## src/ref_ladder_map.svh

```systemverilog
/*
  Register map, field positions and reset values of the reference ladder
  control block. Assumes inclusion by bare name from the design files.
*/
`ifndef REF_LADDER_MAP_SVH
`define REF_LADDER_MAP_SVH

`define REF_CTRL_ADDR      4'h0
`define REF_MODE_ADDR      4'h1
`define REF_STAT_ADDR      4'h2
`define REF_CTRL_RESET     8'h00
`define REF_MODE_RESET     3'h7
`define REF_EN_BIT         7
`define REF_OE_BIT         6
`define REF_RANGE_BIT      5
`define REF_SRC_BIT        4
`define REF_LEVEL_MSB      3
`define REF_MODE_REF_CODE  3'h6
`define REF_MODE_MSB       2
`define REF_DIR_INPUT      1'b1
`define REF_ADDR_W         4
`define REF_DATA_W         8

`endif

```

## src/ref_ladder_pkg.sv

```systemverilog
/*
  Types shared by the reference ladder control design.
  Assumes the map header is compiled alongside.
*/
package ref_ladder_pkg;
  typedef logic [3:0]  level_t;
  typedef logic [15:0] tap_t;
  typedef logic [7:0]  byte_t;
endpackage

```

## src/ref_tap_decoder.sv

```systemverilog
/*
  One-hot decoder from the level field to sixteen ladder tap selects.
  Assumes a registered, stable level input.
*/
`timescale 1ns/1ps
`default_nettype none
module ref_tap_decoder
(
  input  wire ref_ladder_pkg::level_t levelSel,
  input  wire logic                   enable,
  output var  ref_ladder_pkg::tap_t   tapOneHot
);
  import ref_ladder_pkg::*;

  always_comb
  begin
    tapOneHot = '0;
    if (enable)
    begin
      tapOneHot[levelSel] = 1'b1; // see RULE6
    end
  end
endmodule
`default_nettype wire

```

## src/ref_ladder_control.sv

```systemverilog
/*
  Control logic for the comparator reference resistor ladder: holds the
  ladder control register and drives power, tap, range, source and pin
  controls from flip-flops. Assumes a plain strobe register port whose
  master never issues read and write together, and a sleep state that
  keeps the clock or simply stops it without reset.
*/
// Behaviour
// RULE1 - Enable bit seven powers the ladder
// RULE2 - Bit six connects reference to pin two
// RULE3 - Pin output overrides port direction bit
// RULE4 - Bit five picks low or high range
// RULE5 - Bit four picks external or supply source
// RULE6 - Level field selects one of sixteen taps
// RULE7 - Reset clears the whole control register
// RULE8 - Sleep wake-up keeps register contents
// RULE9 - Works whatever the comparator mode is
// RULE10 - Software should disable reference before sleep
// RULE11 - Comparators get reference only in mode 110
// RULE12 - Disabled ladder forces taps and pin inactive
`timescale 1ns/1ps
`default_nettype none
`include "ref_ladder_map.svh"
module ref_ladder_control
(
  input  wire logic                  sys_clk,
  input  wire logic                  rst_b,
  input  wire logic [3:0]            regAddr,
  input  wire ref_ladder_pkg::byte_t regWrData,
  input  wire logic                  regWrStb,
  input  wire logic                  regRdStb,
  input  wire logic                  portADirPin2,
  output var  ref_ladder_pkg::byte_t regRdData,
  output logic                       ladderPowerOn,
  output logic [15:0]                ladderTapSel,
  output logic                       rangeLowSel,
  output logic                       sourceExtSel,
  output logic                       pin2RefConnect,
  output logic                       pin2DirEffective,
  output logic                       compRefFeed
);
  import ref_ladder_pkg::*;

  byte_t  ctrl_reg;
  byte_t  ctrl_next;
  logic [2:0] mode_reg;
  logic [2:0] mode_next;
  byte_t  rd_reg;
  byte_t  rd_next;
  tap_t   tap_reg;
  tap_t   tapDecoded;
  logic   pwr_reg;
  logic   rng_reg;
  logic   src_reg;
  logic   pin_reg;
  logic   dir_reg;
  logic   feed_reg;
  logic   pwr_next;
  tap_t   tap_next;
  logic   rng_next;
  logic   src_next;
  logic   pin_next;
  logic   dir_next;
  logic   feed_next;
  logic   enNow;

  function automatic logic hit(input logic [`REF_ADDR_W-1:0] a,
                               input logic [`REF_ADDR_W-1:0] b);
    hit = (a == b);
  endfunction

  // Write and read-data paths; software-only register so there is no set/clear race.
  always_comb
  begin
    ctrl_next = ctrl_reg;
    mode_next = mode_reg;
    if (regWrStb && hit(regAddr, `REF_CTRL_ADDR))
    begin
      ctrl_next = regWrData;
    end
    if (regWrStb && hit(regAddr, `REF_MODE_ADDR))
    begin
      mode_next = regWrData[`REF_MODE_MSB:0];
    end
    rd_next = '0;
    if (regRdStb)
    begin
      unique case (1'b1)
        hit(regAddr, `REF_CTRL_ADDR): rd_next = ctrl_reg;
        hit(regAddr, `REF_MODE_ADDR): rd_next = {5'h00, mode_reg};
        hit(regAddr, `REF_STAT_ADDR):
          rd_next = {5'h00, feed_reg, pin_reg, pwr_reg};
        default: rd_next = '0;
      endcase
    end
  end

  // Sleep has no reset path, so contents survive wake-up.
  always_ff @(posedge sys_clk or negedge rst_b)
  begin
    if (!rst_b)
    begin
      ctrl_reg <= `REF_CTRL_RESET; // see RULE7
      mode_reg <= `REF_MODE_RESET;
      rd_reg   <= '0;
    end
    else
    begin
      ctrl_reg <= ctrl_next; // see RULE8
      mode_reg <= mode_next;
      rd_reg   <= rd_next;
    end
  end

  assign enNow = ctrl_reg[`REF_EN_BIT];

  ref_tap_decoder u_dec
  (
    .levelSel  (ctrl_reg[`REF_LEVEL_MSB:0]),
    .enable    (enNow),
    .tapOneHot (tapDecoded)
  );

  // Outputs are registered; they trail the register by one cycle.
  // Mode only gates the comparator feed, never ladder or pin.
  always_comb
  begin
    pwr_next  = enNow; // see RULE1, RULE9
    tap_next  = tapDecoded; // see RULE6, RULE12
    rng_next  = ctrl_reg[`REF_RANGE_BIT]; // see RULE4
    src_next  = ctrl_reg[`REF_SRC_BIT]; // see RULE5
    pin_next  = enNow & ctrl_reg[`REF_OE_BIT]; // see RULE2, RULE12
    // Override forces the pin to input so the digital driver is off.
    dir_next  = ctrl_reg[`REF_OE_BIT] ? `REF_DIR_INPUT : portADirPin2;
    feed_next = enNow & (mode_reg == `REF_MODE_REF_CODE); // see RULE11
  end

  always_ff @(posedge sys_clk or negedge rst_b)
  begin
    if (!rst_b)
    begin
      pwr_reg  <= 1'b0;
      tap_reg  <= '0;
      rng_reg  <= 1'b0;
      src_reg  <= 1'b0;
      pin_reg  <= 1'b0;
      dir_reg  <= `REF_DIR_INPUT;
      feed_reg <= 1'b0;
    end
    else
    begin
      pwr_reg  <= pwr_next;
      tap_reg  <= tap_next;
      rng_reg  <= rng_next;
      src_reg  <= src_next;
      pin_reg  <= pin_next;
      dir_reg  <= dir_next; // see RULE3
      feed_reg <= feed_next;
    end
  end

  assign regRdData        = rd_reg;
  assign ladderPowerOn    = pwr_reg;
  assign ladderTapSel     = tap_reg;
  assign rangeLowSel      = rng_reg;
  assign sourceExtSel     = src_reg;
  assign pin2RefConnect   = pin_reg;
  assign pin2DirEffective = dir_reg;
  assign compRefFeed      = feed_reg;

  AST_POWER: assert property ( // see RULE1
    @(posedge sys_clk) disable iff (!rst_b)
    ladderPowerOn == $past(ctrl_reg[`REF_EN_BIT]))
    else $error("Ladder power does not follow enable bit.");

  AST_PIN: assert property ( // see RULE2
    @(posedge sys_clk) disable iff (!rst_b)
    pin2RefConnect ==
      $past(ctrl_reg[`REF_EN_BIT] & ctrl_reg[`REF_OE_BIT]))
    else $error("Pin connection does not follow enable and output bits.");

  // The first edge out of reset still shows the reset value, so skip it.
  AST_DIR: assert property ( // see RULE3
    @(posedge sys_clk) disable iff (!rst_b)
    $past(rst_b) |-> pin2DirEffective ==
      ($past(ctrl_reg[`REF_OE_BIT]) ? `REF_DIR_INPUT : $past(portADirPin2)))
    else $error("Effective pin direction wrong.");

  AST_RANGE: assert property ( // see RULE4
    @(posedge sys_clk) disable iff (!rst_b)
    rangeLowSel == $past(ctrl_reg[`REF_RANGE_BIT]))
    else $error("Range select wrong.");

  AST_SRC: assert property ( // see RULE5
    @(posedge sys_clk) disable iff (!rst_b)
    sourceExtSel == $past(ctrl_reg[`REF_SRC_BIT]))
    else $error("Source select wrong.");

  AST_TAP: assert property ( // see RULE6
    @(posedge sys_clk) disable iff (!rst_b)
    $past(ctrl_reg[`REF_EN_BIT]) |->
      ladderTapSel == (tap_t'(1) << $past(ctrl_reg[`REF_LEVEL_MSB:0])))
    else $error("Tap select not matching level.");

  AST_OFF: assert property ( // see RULE12
    @(posedge sys_clk) disable iff (!rst_b)
    !$past(ctrl_reg[`REF_EN_BIT]) |->
      ((ladderTapSel == '0) && !pin2RefConnect))
    else $error("Outputs active while disabled.");

  AST_WRITE: assert property ( // see RULE8
    @(posedge sys_clk) disable iff (!rst_b)
    regWrStb && hit(regAddr, `REF_CTRL_ADDR) |=>
      ctrl_reg == $past(regWrData))
    else $error("Control write not stored.");

  AST_HOLD: assert property ( // see RULE8
    @(posedge sys_clk) disable iff (!rst_b)
    !regWrStb |=> $stable(ctrl_reg))
    else $error("Control register changed without a write.");

  AST_FEED: assert property ( // see RULE11
    @(posedge sys_clk) disable iff (!rst_b)
    compRefFeed ==
      $past(ctrl_reg[`REF_EN_BIT] && (mode_reg == `REF_MODE_REF_CODE)))
    else $error("Comparator feed does not follow enable and mode.");

  AST_READ: assert property (
    @(posedge sys_clk) disable iff (!rst_b)
    regRdStb && hit(regAddr, `REF_CTRL_ADDR) |=>
      regRdData == $past(ctrl_reg))
    else $error("Control read back wrong.");

  AST_RD_IDLE: assert property (
    @(posedge sys_clk) disable iff (!rst_b)
    !regRdStb |=> regRdData == '0)
    else $error("Read data not zero outside a read.");
endmodule
`default_nettype wire

```

## config.mk

```make
export PLATFORM = sky130hd
export DESIGN_NAME = ref_ladder_control
export DESIGN_NICKNAME = d
export VERILOG_FILES = /design/src/ref_ladder_pkg.sv /design/src/ref_tap_decoder.sv /design/src/ref_ladder_control.sv
export VERILOG_INCLUDE_DIRS = /design/src /design/src/src
export SDC_FILE = /design/constraint.sdc
export NUM_CORES = 1
export LEC_CHECK = 0
export ABC_AREA = 0
export BUFFER_PORTS_ARGS = -buffer_cell sky130_fd_sc_hd__buf_2
export CORE_AREA = 4 4 60 62
export CTS_BUF_LIST = sky130_fd_sc_hd__clkbuf_2
export CTS_CLUSTER_SIZE = 8
export DETAILED_ROUTE_END_ITERATION = 10
export DIE_AREA = 0 0 64 66
export PLACE_DENSITY = 0.83
export SYNTH_ARGS = -nofsm -noshare
export SYNTH_HDL_FRONTEND = slang
export SYNTH_SLANG_ARGS = --single-unit
```

## constraint.sdc

```tcl
create_clock -name sys_clk -period 1.11 [get_ports sys_clk]
set_input_delay 0.1665 -clock sys_clk [delete_from_list [all_inputs] [get_ports sys_clk]]
set_output_delay 0.1665 -clock sys_clk [all_outputs]
set_load 0.01 [all_outputs]
```

==> run_results.csv <==
group,metric,value,unit
clock_network,cts_tree,"built",
floorplan,die_x,64,um
status,violations,"setup timing",
routing,wl_met1,1210,um
layout,diodes,0,
clock_network,cts_buffers,5,
floorplan,dieHeight,66,um
global_route,grt_overflow,0,
timing,relSlewSlack,0.839,
place,place_area,1860,um^2
routing,dr_total_vias,1024,
power,power_density,1520,nW/um^2
routing,wl_met3,113,um
logic_synthesis,synth_cell_types,27,
logic_synthesis,ys_ff_latch,41,
layout,final_util,0.665,
timing,worst_pin_slew,0.239,ns
global_route,grt_pass1_wl,4960,um
routing,drt-initial-drc-count,33,
global_route,grt_pass1_vias,1038,
floorplan,top_level_ports,47,
layout,final_cell_area,2010,um^2
floorplan,core,3030,um^2
layout,fin_nets,190,
layout,fin_cells,218,
clock_network,clk_latency,0.38,ns
clock_network,cts_sinks,41,
logic_synthesis,postSynthCellCount,110,
timing,setup_violations,3,
timing,rsz0062_at_grt,"true",
floorplan,rows,20,
timing,fin_worst_skew,0.0176,ns
routing,dr.pass1.iters,2,
critical_path,required,0.94,ns
place,dpl.hpwl,2290,um
routing,ant_nets,0,
global_route,antenna_found_initial,0,
timing,timing.final.ws_setup,-0.0960,ns
logic_synthesis,ys_seq_area_frac,0.669,
power,leakage,1.06,nW
floorplan,dieArea,4220,um^2
timing,min_period_over_period,1.09,
routing,drcViolationCount,0,
critical_path,cp_top_family,"flip-flops",
timing,fmax,0.829,GHz
critical_path,cp_max_fo,1,
power,max-vdd-ir-drop,0.000853,V
layout,final_layout_size_suffix_gt1_frac,0.466,
place,pre_cts_slack,-0.0512,ns
timing,hold_violations,0,
status,status,"complete, but fails checks",
routing,routedWlPerCell,13.9,um
layout,largest_register_ffs,16,
routing,wirelength,3040,um
place,place_congestion,0.857,
min_path,hold_class,"input pin to register",
clock_network,cts.clk_slew.worst_paths,0.19,ns
logic_synthesis,synth.avg_cell_area,14.0,um^2
routing,dr_wl_met2,1640,um
place,port_buffers,46,
global_route,grt_start_max_net_pins,42,
clock_network,cts-root-buf,"clkbuf_2",
layout,mostFrequentLayoutCells,"42 x buf_2, 36 x dfrtp_1, 8 x nor3_1, 8 x mux2_4, 8 x dlygate4sd3_1",
critical_path,path_buf_inv,1,
layout,fill_cells,226,
place,dp_cells,201,
critical_path,crit_type,"register to primary output",
floorplan,start_util,0.509,
layout,final_common_cell,"buf_2",
critical_path,cp_slowest_stage_delay,0.57,ns
logic_synthesis,syn_nets,127,
logic_synthesis,syn_area,1540,um^2
clock_network,cts_max_level,2,
critical_path,critPathCaptureType,"primary output",
critical_path,startpoint_type,"register",
timing,drv_slew,0,
logic_synthesis,synth_warnings,0,
layout,area_growth,30.6,%
clock_network,clockBufferDepth,2,
routing,viasPerCell,4.70,
critical_path,crit_arrival,1.04,ns
global_route,gr-usage-all-layers,0.158,
flow_run,drv_cap,0,
routing,topRoutingLayerUsed,"met4",
timing,min_period,1.21,ns
critical_path,slowest_stage,"dfstp_2",
critical_path,cp_cell_sequence,"buf_6",
power,p_total,3.07,mW
==> synth_stat cells <==
cell | n | area (um^2)
and4b_1 | 1 | 10.0
nor4_1 | 3 | 18.8
inv_1 | 1 | 3.75
buf_6 | 1 | 11.3
nor2b_1 | 1 | 6.26
nand4b_1 | 1 | 8.76
mux2_4 | 8 | 120
and2_1 | 6 | 37.5
nor2_1 | 6 | 22.5
nor2_2 | 1 | 6.26
buf_2 | 1 | 5.00
mux2i_1 | 3 | 30.0
nor2_4 | 1 | 11.3
nand3_1 | 2 | 10.0
nand2_1 | 7 | 26.3
or2_2 | 1 | 6.26
nand3_4 | 1 | 17.5
nand2b_1 | 2 | 12.5
or2_1 | 3 | 18.8
dfstp_2 | 4 | 105
clkbuf_1 | 3 | 11.3
nor3_1 | 8 | 40.0
or3b_4 | 1 | 11.3
nor3_4 | 1 | 16.3
a21oi_1 | 3 | 15.0
mux2_1 | 3 | 33.8
dfrtp_1 | 37 | 926
==> routing by layer <==
layer,up-vias,track usage
met2,24,0.276
met4,0,0.0970
li1,496,-
met1,496,0.173
met5,-,0
met3,8,0.0374
==> through the flow <==
stage / setup TNS [ns] / hold slack, ns
2_1_floorplan: 0 / -0.129
3_3_place_gp: -0.0738 / 0.143
3_5_place_dp: -0.241 / 0.150
4_1_cts: -0.177 / 0.00335
5_1_grt: -1.19 / 0.000347
6_report: -0.108 / 0.0203
==> final timing paths <==
check,start,to,slack (ns),cells after the start
max in group asynchronous,rst_b,mode_reg[2],0.59,3
max reg2reg,mode_reg[2],regRdData[2],0.02,3
min,regWrData[1],mode_reg[1],0.02,2
min in group asynchronous,rst_b,ladderTapSel[7],0.24,3
max,pin2DirEffective,pin2DirEffective,-0.1,1
min reg2reg,ctrl_reg[5],rangeLowSel,0.42,0
==> report_power, final <==
group          internal [mW]  switching [mW]
registers               1.69           0.128
logic                  0.337           0.315
clock network          0.158           0.441
==> area by class of cell <==
type	count	area [um^2]	share of cell area
clock inverters	2	10.0	0.00497
multi-input cells	63	482	0.239
well taps	44	55.1	0.0273
inverters	1	3.75	0.00186
flip-flops and latches	41	1030	0.513
clock buffers	6	30.0	0.0149
repair buffers	61	400	0.199
==> cells by family after synthesis <==
family / Yosys count / share of synthesized area
and+or+nand+nor: 46 / 0.182
DFF: 41 / 0.669
muxes: 14 / 0.119
buffers and inverters: 6 / 0.0203
AOI/OAI and AO/OA: 3 / 0.00974
==> what timing repair did <==
item | in CTS | in global routing
pin swaps | 0 | 0
hold endpoints to repair | 44 | 4
gates cloned | 0 | 0
hold buffers | 4 | 4
setup buffers | 1 | 0
setup endpoints to repair | 5 | 35
gates resized for setup | 1 | 5
Note: power is estimated with default switching activity, not from simulation.
